**config.mk**
```make
export PLATFORM = sky130hd
export DESIGN_NAME = rsa_i2c_slave
export DESIGN_NICKNAME = d
export VERILOG_FILES = /design/src/hw/rsa_pkg.sv /design/src/hw/rsa_i2c_slave.sv /design/src/hw/rsa_pin_sync.sv
export SDC_FILE = /design/constraint.sdc
export NUM_CORES = 1
export LEC_CHECK = 0
export BUFFER_PORTS_ARGS = -buffer_cell sky130_fd_sc_hd__clkbuf_2
export CAP_MARGIN = 20
export CORE_UTILIZATION = 55
export DETAILED_ROUTE_END_ITERATION = 10
export PLACE_DENSITY = 0.86
export SYNTH_ARGS = -nofsm -noshare
export SYNTH_HDL_FRONTEND = slang
export SYNTH_HIERARCHICAL = 1
export SYNTH_SLANG_ARGS = --single-unit
export TNS_END_PERCENT = 20
```
**constraint.sdc**
```tcl
create_clock -name clk -period 2.9 [get_ports clk]
set_input_delay 0.29 -clock clk [delete_from_list [all_inputs] [get_ports clk]]
set_output_delay 0.29 -clock clk [all_outputs]
set_load 0.005 [all_outputs]
```
**src/hw/rsa_pkg.sv**
```systemverilog
package rsa_pkg;

    // Fixed slave address byte, direction bit in bit 0
    localparam logic [7:0] SLAVE_ADDR = 8'hd0;
    localparam int SPACE_BYTES = 64;
    localparam int PTR_W = 6;
    localparam logic [PTR_W-1:0] PTR_RESET = 6'h00;
    // Last clock location that freezes updates while read
    localparam logic [PTR_W-1:0] CLOCK_LAST = 6'h07;

    // Bit counter marks
    localparam logic [3:0] BIT_FIRST = 4'h0;
    localparam logic [3:0] BIT_LAST = 4'h8;
    localparam logic [3:0] TX_LAST = 4'h7;
    localparam logic [3:0] ACKED = 4'h1;

    // Timing
    localparam int CLK_PERIOD_NS = 10;
    localparam int RECOVERY_DELAY_US = 200;
    // Least time, so rounded up
    localparam int RECOVERY_CYCLES =
        (RECOVERY_DELAY_US * 1000 + CLK_PERIOD_NS - 1) / CLK_PERIOD_NS;

    // Synchroniser lanes and idle levels
    localparam int LANE_SCL = 0;
    localparam int LANE_SDA = 1;
    localparam int LANE_PF = 2;
    localparam logic [2:0] PIN_IDLE = 3'h3;

    typedef enum logic [4:0] {
        ST_IDLE = 5'b00001,
        ST_RX = 5'b00010,
        ST_ACK = 5'b00100,
        ST_TX = 5'b01000,
        ST_MACK = 5'b10000
    } rsa_state_t;

    typedef enum logic [2:0] {
        K_SADDR = 3'b001,
        K_WADDR = 3'b010,
        K_DATA = 3'b100
    } rsa_kind_t;

endpackage

```
**src/hw/rsa_i2c_slave.sv**
```systemverilog
// Functional notes
// - Respond only to START plus own address
// - Sixty-four byte space, sequential access order
// - Power fail aborts, clears pointer, ignores bus
// - Protection holds for recovery delay after return
// - SDA fall with SCL high is START
// - SDA rise with SCL high is STOP
// - Data stable while SCL high, one bit/pulse
// - Eight-bit bytes plus ninth acknowledge bit
// - No limit on bytes per transfer
// - Acknowledge low through whole ack high phase
// - Master nack ends read, device releases SDA
// - Ack address, word address, every data byte
// - Write direction loads word address into pointer
// - Write at pointer, advance on ack clock
// - Read pointer advances only on master ack
// - Keep sending consecutive bytes while master acks
// - Freeze clock updates while pointer reads clock
// - Read without address uses current pointer
`timescale 1ns/10ps
module rsa_i2c_slave #(
    parameter int RECOVERY_CYCLES = rsa_pkg::RECOVERY_CYCLES
) (
    // Clock and reset
    input wire logic clk,
    input wire logic sys_rst,
    // Two-wire bus pins
    input wire logic scl_i,
    input wire logic sda_i,
    output logic sda_o,
    output logic sda_oe,
    // Supply monitor, high while below the power fail threshold
    input wire logic below_power_fail_threshold,
    // Byte store, read data valid one cycle after mem_addr
    output logic [rsa_pkg::PTR_W-1:0] mem_addr,
    output logic [7:0] mem_wdata,
    output logic mem_we,
    input wire logic [7:0] mem_rdata,
    // Status to clock and supervisor logic
    output logic clock_hold,
    output logic write_protect
);
    localparam int CNT_W = $clog2(RECOVERY_CYCLES + 1);
    logic [2:0] pin_s, pin_p;
    logic scl_s, sda_s, scl_p, sda_p, pf_s;
    logic scl_rise, scl_fall, start_det, stop_det;

    rsa_pin_sync #(.WIDTH(3), .IDLE_VAL(rsa_pkg::PIN_IDLE)) u_sync (
        .clk(clk), .sys_rst(sys_rst),
        .async_i({below_power_fail_threshold, sda_i, scl_i}),
        .sync_o(pin_s), .prev_o(pin_p)
    );
    assign scl_s = pin_s[rsa_pkg::LANE_SCL];
    assign sda_s = pin_s[rsa_pkg::LANE_SDA];
    assign pf_s = pin_s[rsa_pkg::LANE_PF];
    assign scl_p = pin_p[rsa_pkg::LANE_SCL];
    assign sda_p = pin_p[rsa_pkg::LANE_SDA];
    // sample on rise, drive on fall
    assign scl_rise = scl_s && !scl_p;
    assign scl_fall = !scl_s && scl_p;
    assign start_det = scl_s && scl_p && sda_p && !sda_s;
    assign stop_det = scl_s && scl_p && !sda_p && sda_s;
    // Protection group
    logic prot_q, prot_d;
    logic [CNT_W-1:0] cnt_q, cnt_d;

    always_comb begin
        prot_d = 1'b0;
        cnt_d = cnt_q;
        if (pf_s) begin
            prot_d = 1'b1;
            cnt_d = CNT_W'(RECOVERY_CYCLES);
        end else if (cnt_q != '0) begin
            prot_d = 1'b1;
            cnt_d = cnt_q - 1'b1;
        end
    end
    // Reset counts as a fresh power-up, so protection starts active
    always_ff @(posedge clk) begin
        if (sys_rst) begin
            prot_q <= 1'b1;
            cnt_q <= CNT_W'(RECOVERY_CYCLES);
        end else begin
            prot_q <= prot_d;
            cnt_q <= cnt_d;
        end
    end
    // Protocol group
    rsa_pkg::rsa_state_t state_q, state_d;
    rsa_pkg::rsa_kind_t kind_q, kind_d;
    logic [3:0] bit_cnt_q, bit_cnt_d;
    logic [7:0] shreg_q, shreg_d;
    logic [rsa_pkg::PTR_W-1:0] ptr_q, ptr_d;
    logic rw_q, rw_d, rd_q, rd_d, oe_q, oe_d, we_q, we_d, hold_q, hold_d;
    logic [7:0] wdata_q, wdata_d;

    always_comb begin
        state_d = state_q;
        kind_d = kind_q;
        bit_cnt_d = bit_cnt_q;
        shreg_d = shreg_q;
        ptr_d = ptr_q;
        rw_d = rw_q;
        rd_d = rd_q;
        oe_d = oe_q;
        we_d = 1'b0;
        wdata_d = wdata_q;
        if (pf_s) begin
            state_d = rsa_pkg::ST_IDLE;
            oe_d = 1'b0;
            rd_d = 1'b0;
            ptr_d = rsa_pkg::PTR_RESET;
        end else if (prot_q) begin
            state_d = rsa_pkg::ST_IDLE;
            oe_d = 1'b0;
            rd_d = 1'b0;
        end else if (start_det) begin
            state_d = rsa_pkg::ST_RX;
            kind_d = rsa_pkg::K_SADDR;
            bit_cnt_d = rsa_pkg::BIT_FIRST;
            oe_d = 1'b0;
            rd_d = 1'b0;
        end else if (stop_det) begin
            state_d = rsa_pkg::ST_IDLE;
            oe_d = 1'b0;
            rd_d = 1'b0;
        end else begin
            unique case (state_q)
                rsa_pkg::ST_IDLE: begin
                end
                rsa_pkg::ST_RX: begin
                    if (scl_rise && bit_cnt_q != rsa_pkg::BIT_LAST) begin
                        shreg_d = {shreg_q[6:0], sda_s};
                        bit_cnt_d = bit_cnt_q + 4'h1;
                    end else if (scl_fall && bit_cnt_q == rsa_pkg::BIT_LAST) begin
                        bit_cnt_d = rsa_pkg::BIT_FIRST;
                        state_d = rsa_pkg::ST_ACK;
                        oe_d = 1'b1;
                        unique case (kind_q)
                            rsa_pkg::K_SADDR: begin
                                if (shreg_q[7:1] == rsa_pkg::SLAVE_ADDR[7:1]) begin
                                    rw_d = shreg_q[0];
                                end else begin
                                    state_d = rsa_pkg::ST_IDLE;
                                    oe_d = 1'b0;
                                end
                            end
                            rsa_pkg::K_WADDR: begin
                                ptr_d = shreg_q[rsa_pkg::PTR_W-1:0];
                            end
                            rsa_pkg::K_DATA: begin
                                we_d = 1'b1;
                                wdata_d = shreg_q;
                            end
                        endcase
                    end
                end
                rsa_pkg::ST_ACK: begin
                    // held low until the ack clock falls
                    if (scl_fall) begin
                        oe_d = 1'b0;
                        state_d = rsa_pkg::ST_RX;
                        if (kind_q == rsa_pkg::K_SADDR && rw_q) begin
                            shreg_d = mem_rdata;
                            state_d = rsa_pkg::ST_TX;
                            oe_d = !mem_rdata[7];
                            rd_d = 1'b1;
                        end else if (kind_q == rsa_pkg::K_SADDR) begin
                            kind_d = rsa_pkg::K_WADDR;
                        end else if (kind_q == rsa_pkg::K_WADDR) begin
                            kind_d = rsa_pkg::K_DATA;
                        end else begin
                            ptr_d = ptr_q + 1'b1;
                        end
                    end
                end
                rsa_pkg::ST_TX: begin
                    if (scl_fall) begin
                        if (bit_cnt_q == rsa_pkg::TX_LAST) begin
                            state_d = rsa_pkg::ST_MACK;
                            bit_cnt_d = rsa_pkg::BIT_FIRST;
                            oe_d = 1'b0;
                        end else begin
                            shreg_d = {shreg_q[6:0], 1'b0};
                            bit_cnt_d = bit_cnt_q + 4'h1;
                            oe_d = !shreg_q[6];
                        end
                    end
                end
                rsa_pkg::ST_MACK: begin
                    if (scl_rise) begin
                        if (!sda_s) begin
                            ptr_d = ptr_q + 1'b1;
                            bit_cnt_d = rsa_pkg::ACKED;
                        end else begin
                            state_d = rsa_pkg::ST_IDLE;
                        end
                    end else if (scl_fall && bit_cnt_q == rsa_pkg::ACKED) begin
                        shreg_d = mem_rdata;
                        state_d = rsa_pkg::ST_TX;
                        bit_cnt_d = rsa_pkg::BIT_FIRST;
                        oe_d = !mem_rdata[7];
                    end
                end
            endcase
        end
        hold_d = rd_q && (ptr_q <= rsa_pkg::CLOCK_LAST);
    end
    always_ff @(posedge clk) begin
        if (sys_rst) begin
            state_q <= rsa_pkg::ST_IDLE;
            kind_q <= rsa_pkg::K_SADDR;
            bit_cnt_q <= rsa_pkg::BIT_FIRST;
            shreg_q <= 8'h00;
            ptr_q <= rsa_pkg::PTR_RESET;
            rw_q <= 1'b0;
            rd_q <= 1'b0;
            oe_q <= 1'b0;
            we_q <= 1'b0;
            wdata_q <= 8'h00;
            hold_q <= 1'b0;
        end else begin
            state_q <= state_d;
            kind_q <= kind_d;
            bit_cnt_q <= bit_cnt_d;
            shreg_q <= shreg_d;
            ptr_q <= ptr_d;
            rw_q <= rw_d;
            rd_q <= rd_d;
            oe_q <= oe_d;
            we_q <= we_d;
            wdata_q <= wdata_d;
            hold_q <= hold_d;
        end
    end

    // Open drain: level is always low, only the enable moves
    assign sda_o = 1'b0;
    assign sda_oe = oe_q;
    assign mem_addr = ptr_q;
    assign mem_wdata = wdata_q;
    assign mem_we = we_q;
    assign clock_hold = hold_q;
    assign write_protect = prot_q;
endmodule

```
**src/hw/rsa_pin_sync.sv**
```systemverilog
`timescale 1ns/10ps
module rsa_pin_sync #(
    parameter int WIDTH = 3,
    parameter logic [WIDTH-1:0] IDLE_VAL = '0
) (
    // Clock and reset
    input wire logic clk,
    input wire logic sys_rst,
    // Asynchronous pins
    input wire logic [WIDTH-1:0] async_i,
    // Synchronised level and its previous sample
    output logic [WIDTH-1:0] sync_o,
    output logic [WIDTH-1:0] prev_o
);

    logic [WIDTH-1:0] meta_q;

    // First stage feeds only the second, edges use stages two and three
    for (genvar i = 0; i < WIDTH; i++) begin : g_lane
        always_ff @(posedge clk) begin
            if (sys_rst) begin
                meta_q[i] <= IDLE_VAL[i];
                sync_o[i] <= IDLE_VAL[i];
                prev_o[i] <= IDLE_VAL[i];
            end else begin
                meta_q[i] <= async_i[i];
                sync_o[i] <= meta_q[i];
                prev_o[i] <= sync_o[i];
            end
        end
    end

endmodule

```
==> Yosys cells after proc, flatten, opt, wreduce, memory -nomap -nowiden <==
Cells that the tools add are included.
{ "word_totals": {"register_bits": 63, "input_bits": 13} }
{ "op_classes": {"addsub": 3, "n_lt_le_gt_ge": 1, "n_eq_ne": 43, "muxes": 62, "bitwise": 7, "reduce_logical": 40} }
{ "op_table": {"columns": ["operator", "n"], "rows": [
  ["two-way mux 8 bit", 7],
  ["two-way mux 6 bit", 9],
  ["two-way mux 4 bit", 10],
  ["two-way mux 5 bit", 8],
  ["inequality test 2 bit, second input constant", 18],
  ["inequality test 4 bit, second input constant", 9],
  ["one-hot mux 8 bit (4 select lines)", 1],
  ["AND reduction 8 bit", 4],
  ["two-way mux 3 bit", 9],
  ["one-hot mux 5 bit (4 select lines)", 1],
  ["one-hot mux 6 bit (3 select lines)", 1],
  ["nonzero test 15 bit", 1],
  ["subtractor 15 x 1 -> 15 bit, second input constant", 1],
  ["AND reduction 7 bit", 2],
  ["AND reduction 13 bit", 1],
  ["logical AND 1 bit", 12],
  ["two-way mux 1 bit", 12],
  ["one-hot mux 4 bit (3 select lines)", 1],
  ["AND reduction 12 bit", 1],
  ["AND reduction 9 bit", 1],
  ["nonzero test 4 bit", 2],
  ["OR reduction 8 bit", 1],
  ["== test 7 bit, second input constant", 1],
  ["NOT 1 bit", 7],
  ["other kinds (27)", 36]
]} }

==> Longest topological paths before layout <==
{ "depth": {"word_depth": 8, "ltp_mapped": 8, "depth_no_buf": 7} }

==> Hierarchy <==
The synthesis kept the hierarchy.
{ "by_module_without_submodules": {"columns": ["mod", "n_inst", "cells_each", "area_each_um2", "seq_area_each_um2"], "rows": [
  ["rsa_i2c_slave", 1, 384, 3196.8, 1101.1],
  ["rsa_pin_sync", 1, 18, 236.5, 180.2]
]} }

==> Worst setup path after synthesis <==
Ideal clock, no wire load.
{ "synth_timing": {"path_kind": "reg-to-reg", "startpoint": "register state_q[1]", "endpoint": "register rw_q", "arrival_ns": 2.130, "path_slack_ns": 0.643, "path_stages_with_launch": 6, "n_path_buf": 0, "cell_sequence": "dfxtp_1 or4b_4 or4_4 or4_4 mux2i_1 nor2_1"} }
{ "synth_between": {"elab_chain_len": 2} }
{ "synth_lines": {"columns": ["item", "line_no", "source"], "rows": [
  ["from (decl)", "rsa_i2c_slave.sv:89", "rsa_pkg::rsa_state_t state_q, state_d;"],
  ["from (signal assigned)", "rsa_i2c_slave.sv:211", "state_q <= rsa_pkg::ST_IDLE;"],
  ["from (signal assigned)", "rsa_i2c_slave.sv:223", "state_q <= state_d;"],
  ["== test 5 x 2 -> 1 bit", "rsa_i2c_slave.sv:128", "unique case (state_q)"],
  ["AND reduction 9 bit (no source line)", null, null],
  ["to (signal assigned)", "rsa_i2c_slave.sv:228", "rw_q <= rw_d;"],
  ["to (decl)", "rsa_i2c_slave.sv:94", "logic rw_q, rw_d, rd_q, rd_d, oe_q, oe_d, we_q, we_d, hold_q, hold_d;"]
]} }
No other way between the ends.
A chain may end at the register's enable or synchronous reset.

==> Worst setup path in the final report <==
{ "layout_timing": {"startpoint": "register u_sync.prev_o[0]", "endpoint": "register shreg_q[5]"} }
{ "layout_between": {"elab_chain_len": 5} }
{ "layout_lines": {"columns": ["item", "line_no", "source"], "rows": [
  ["from (decl)", "rsa_pin_sync.sv:13", "output logic [WIDTH-1:0] prev_o"],
  ["from (signal, indexed assignment)", "rsa_pin_sync.sv:24", "prev_o[i] <= IDLE_VAL[i];"],
  ["from (signal, indexed assignment)", "rsa_pin_sync.sv:28", "prev_o[i] <= sync_o[i];"],
  ["logical NOT 1 bit or logical AND 1 bit (tied branches)", "rsa_i2c_slave.sv:59, rsa_i2c_slave.sv:61, rsa_i2c_slave.sv:62", null],
  ["logical AND 1 bit, on equally long branches", "rsa_i2c_slave.sv:59, rsa_i2c_slave.sv:61, rsa_i2c_slave.sv:62", null],
  ["logical AND 1 bit, on equally long branches", "rsa_i2c_slave.sv:132, rsa_i2c_slave.sv:61, rsa_i2c_slave.sv:62", null],
  ["inequality test 2 bit (no source line) or NOT 1 bit (tied branches)", null, null],
  ["AND reduction 12 bit (no source line) (*)", null, null],
  ["to (signal assigned)", "rsa_i2c_slave.sv:226", "shreg_q <= shreg_d;"],
  ["to (decl)", "rsa_i2c_slave.sv:92", "logic [7:0] shreg_q, shreg_d;"]
]} }
Mark *: on every way between the ends. The rest lies on a longest branch, timed or not.

==> metrics list <==
* Run status: finished clean
- In this run the clock root is driven by a sky130_fd_sc_hd__clkbuf_8.
* Synthesized netlist net count: 418
* Overall track demand over capacity in global routing: 0.279
* Detailed Route Iter0 Violations: 272
- Of the available clock period, the critical path in the final layout requires 0.877.
* Wirelength per Cell: 16.8 um
- Net switching power of the design: 442 uW
- Die width: 80.7 um
- Final Skew: 0.00933 ns
- In this run the critical register-to-register path is captured at shreg_q[5].
- Fraction of final layout cells with drive strength greater than 1: 0.160
* Power Dens Cells: 472 nW/um2
- The synthesized netlist occupies a cell area of 3410 um2.
* Clock Tree Buf Depth: 2
- Initial antenna violation count: 0
- Via Count: 3244
* Switching fraction of total power: 0.246
- For this run, design rule violations remaining after detail routing come to 0.
- Hold path start: sda_i
- Setup violations remaining at the end of the flow were counted as 0.
- Summed over all nets, the half-perimeter wirelength after detailed placement is 6.02 mm.
- The worst register-to-register path has a setup slack of 0.36 ns.
- Worst slew pin tran: 0.843 ns
- The initial utilization of the core area, before any placement, comes to 0.572.
- Number of violations of the max-capacitance limit: 0
- For the worst-skew pair, the clock arrives at the later sink with an insertion delay of 0.35 ns.
- Average instance area after synthesis: 8.52 um2
- Synth Instances: 400
* Worst ir drop on vdd: 0.000385 V
- The first global-routing pass estimated 13.9 mm of wire.
- Chip Height: 80.7 um
- Crit Path Category: flip-flop to flip-flop
* Total routed wirelength: 8.49 mm
- Worst hold endpoint: u_sync/meta_q[1]
* Port Buffer Count: 30
- The area growth from synthesis to layout is 11.8%.
- Remaining max-slew budget at the tightest pin: 0.438
- Hold is met by 0.119 ns.
* Gates resized, CTS repair: 0
* CTS Buf Count: 9
- Final number of hold-violating endpoints: 0
- Highest achievable clock rate: 0.393 GHz
- The floorplan has 28 rows.
* Core area: 5960 um2
- Final Worst Setup Slack: 0.357 ns
- The repair_antennas step left the layout with diodes totalling 0.
* Largest net degree at the start of global routing: 37
* Endpoint arrival time on the critical path: 2.76 ns
* Global route overflow: 0
* FF-to-FF Start: u_sync/prev_o[0]
* Path class of the lowest-slack min-delay path: input pin to flip-flop
- Highest net fanout along the worst path: 13
- The number of hold buffers added after CTS was 0.
* Combinational group share of total power: 0.063
- RSZ-0062 raised after global routing: false
- Pre-CTS setup slack: 0.423 ns
* Die Outline Area: 6510 um2
* Max Slew Vio Count: 0
- Final Wtd Congestion: 0.912
* Endpoint required time on the critical path: 3.11 ns
* Count of nets left with antenna violations after detail routing: 0
- Reg2Reg Depth: 5
* Clock Sinks: 63
- TritonCTS built the clock tree.
* Via count of the first global-routing pass: 3031
* CP Launch Type: flip-flop
* Pre-Repair DR Iteration Count: 5
- The analysis attributes to cell leakage a power of 1.35 nW.
* Design internal power: 1.36 mW
- After clock tree synthesis, the setup repair step added 0 buffers.
* Yosys Warn Count: 6
* Flop pwr share: 0.505
- After clock tree synthesis, the clock-pin slew on the worst setup and hold paths is 0.07 ns.
- I/O Pins: 32
- Worst hold stages: 2
- Net total in the final layout: 444
- Category of the worst setup path capture point: flip-flop
- Of the total power, the clock network draws 0.432.
- For the final routed database, the setup TNS stands at 0 ns.
- H-tree levels: 3
- In the routed layout, each cell is associated on average with a via count of 6.41.
- Post-layout minimum cycle time: 2.54 ns
-- state kept, by name, summed over array words and instances (netlist names) --
name,cells
sda_oe,1
state_q,5
mem_addr,6
rd_q,1
clock_hold,1
write_protect,1
cnt_q,15
u_sync/sync_o,3
u_sync/prev_o,2
mem_we,1
bit_cnt_q,4
shreg_q,8
kind_q,3
u_sync/meta_q,3
mem_wdata,8
rw_q,1
-- placed cells by master, fill, tap and decap left out, types with 7 or more instances in the layout --
cell type and instances:
sky130_fd_sc_hd__a211oi_1 7, sky130_fd_sc_hd__a21oi_1 12, sky130_fd_sc_hd__a311oi_1 8, sky130_fd_sc_hd__a31oi_1 12, sky130_fd_sc_hd__buf_4 7, sky130_fd_sc_hd__clkbuf_2 30
sky130_fd_sc_hd__clkbuf_8 10, sky130_fd_sc_hd__dfxtp_1 63, sky130_fd_sc_hd__inv_1 7, sky130_fd_sc_hd__mux2i_1 12, sky130_fd_sc_hd__nand2_1 35, sky130_fd_sc_hd__nand2b_1 10
sky130_fd_sc_hd__nand3_1 14, sky130_fd_sc_hd__nor2_1 31, sky130_fd_sc_hd__nor2b_1 11, sky130_fd_sc_hd__nor3_1 13, sky130_fd_sc_hd__nor4_1 8, sky130_fd_sc_hd__o21ai_0 11
sky130_fd_sc_hd__o311ai_0 7, sky130_fd_sc_hd__o31ai_1 7, sky130_fd_sc_hd__or3_1 11
-- power groups by stage --
| stage | registers (mW) | logic [mW] | clock network, mW |
|---|---|---|---|
| floorplan | 0.920 | 0.0866 | 0 |
| global placement | 0.925 | 0.106 | 0 |
| detailed placement | 0.926 | 0.111 | 0 |
| CTS | 0.907 | 0.112 | 0.789 |
| global route | 0.911 | 0.126 | 0.827 |
| finish | 0.908 | 0.113 | 0.776 |
-- per-stage QoR --
| step | instance area (um2) | utilization | total power, mW | cells |
|---|---|---|---|---|
| finish | 3810 | 0.640 | 1.80 | 506 |
| global route | 3810 | 0.640 | 1.86 | 506 |
| CTS | 3810 | 0.640 | 1.81 | 506 |
| detailed placement | 3610 | 0.607 | 1.04 | 490 |
| global placement | 3610 | 0.607 | 1.03 | 490 |
| floorplan | 3410 | - | 1.01 | 400 |
-- worst max-delay path, stage by stage, from the launching register on --
cell	delay [ns]
sky130_fd_sc_hd__dfxtp_1	0.51
sky130_fd_sc_hd__nor2b_1	0.41
sky130_fd_sc_hd__nor4_1	0.17
sky130_fd_sc_hd__o22ai_1	0.69
sky130_fd_sc_hd__and3_1	0.48
sky130_fd_sc_hd__a311oi_1	0.15
-- per-layer routing --
metal / wire (um) / track usage
met3: 620 / 0.0670
met1: 3720 / 0.356
met2: 3930 / 0.436
met4: 210 / 0.143
met5: 0 / 0
-- final cells by class --
cell class	count	area, um2
inverters	7	26.3
clock inverters	5	56.3
fillers	508	2150
flip-flops and latches	63	1260
well taps	75	93.8
repair buffers	37	203
multi-input cells	308	2030
clock buffers	11	141
-- worst max path at each step --
| stage | end | startpoint | slack (ns) | cells after the start |
|---|---|---|---|---|
| 5_1_grt | bit_cnt_q[0] | state_q[4] | 0.15 | 5 |
| 6_report | shreg_q[5] | u_sync/prev_o[0] | 0.36 | 5 |
| 2_1_floorplan | rw_q | state_q[1] | 0.64 | 5 |
| 4_1_cts | rw_q | state_q[4] | 0.40 | 5 |
| 3_3_place_gp | rw_q | state_q[4] | 0.46 | 5 |
| 3_5_place_dp | rw_q | state_q[4] | 0.42 | 5 |
(Power assumes the default switching activity.)
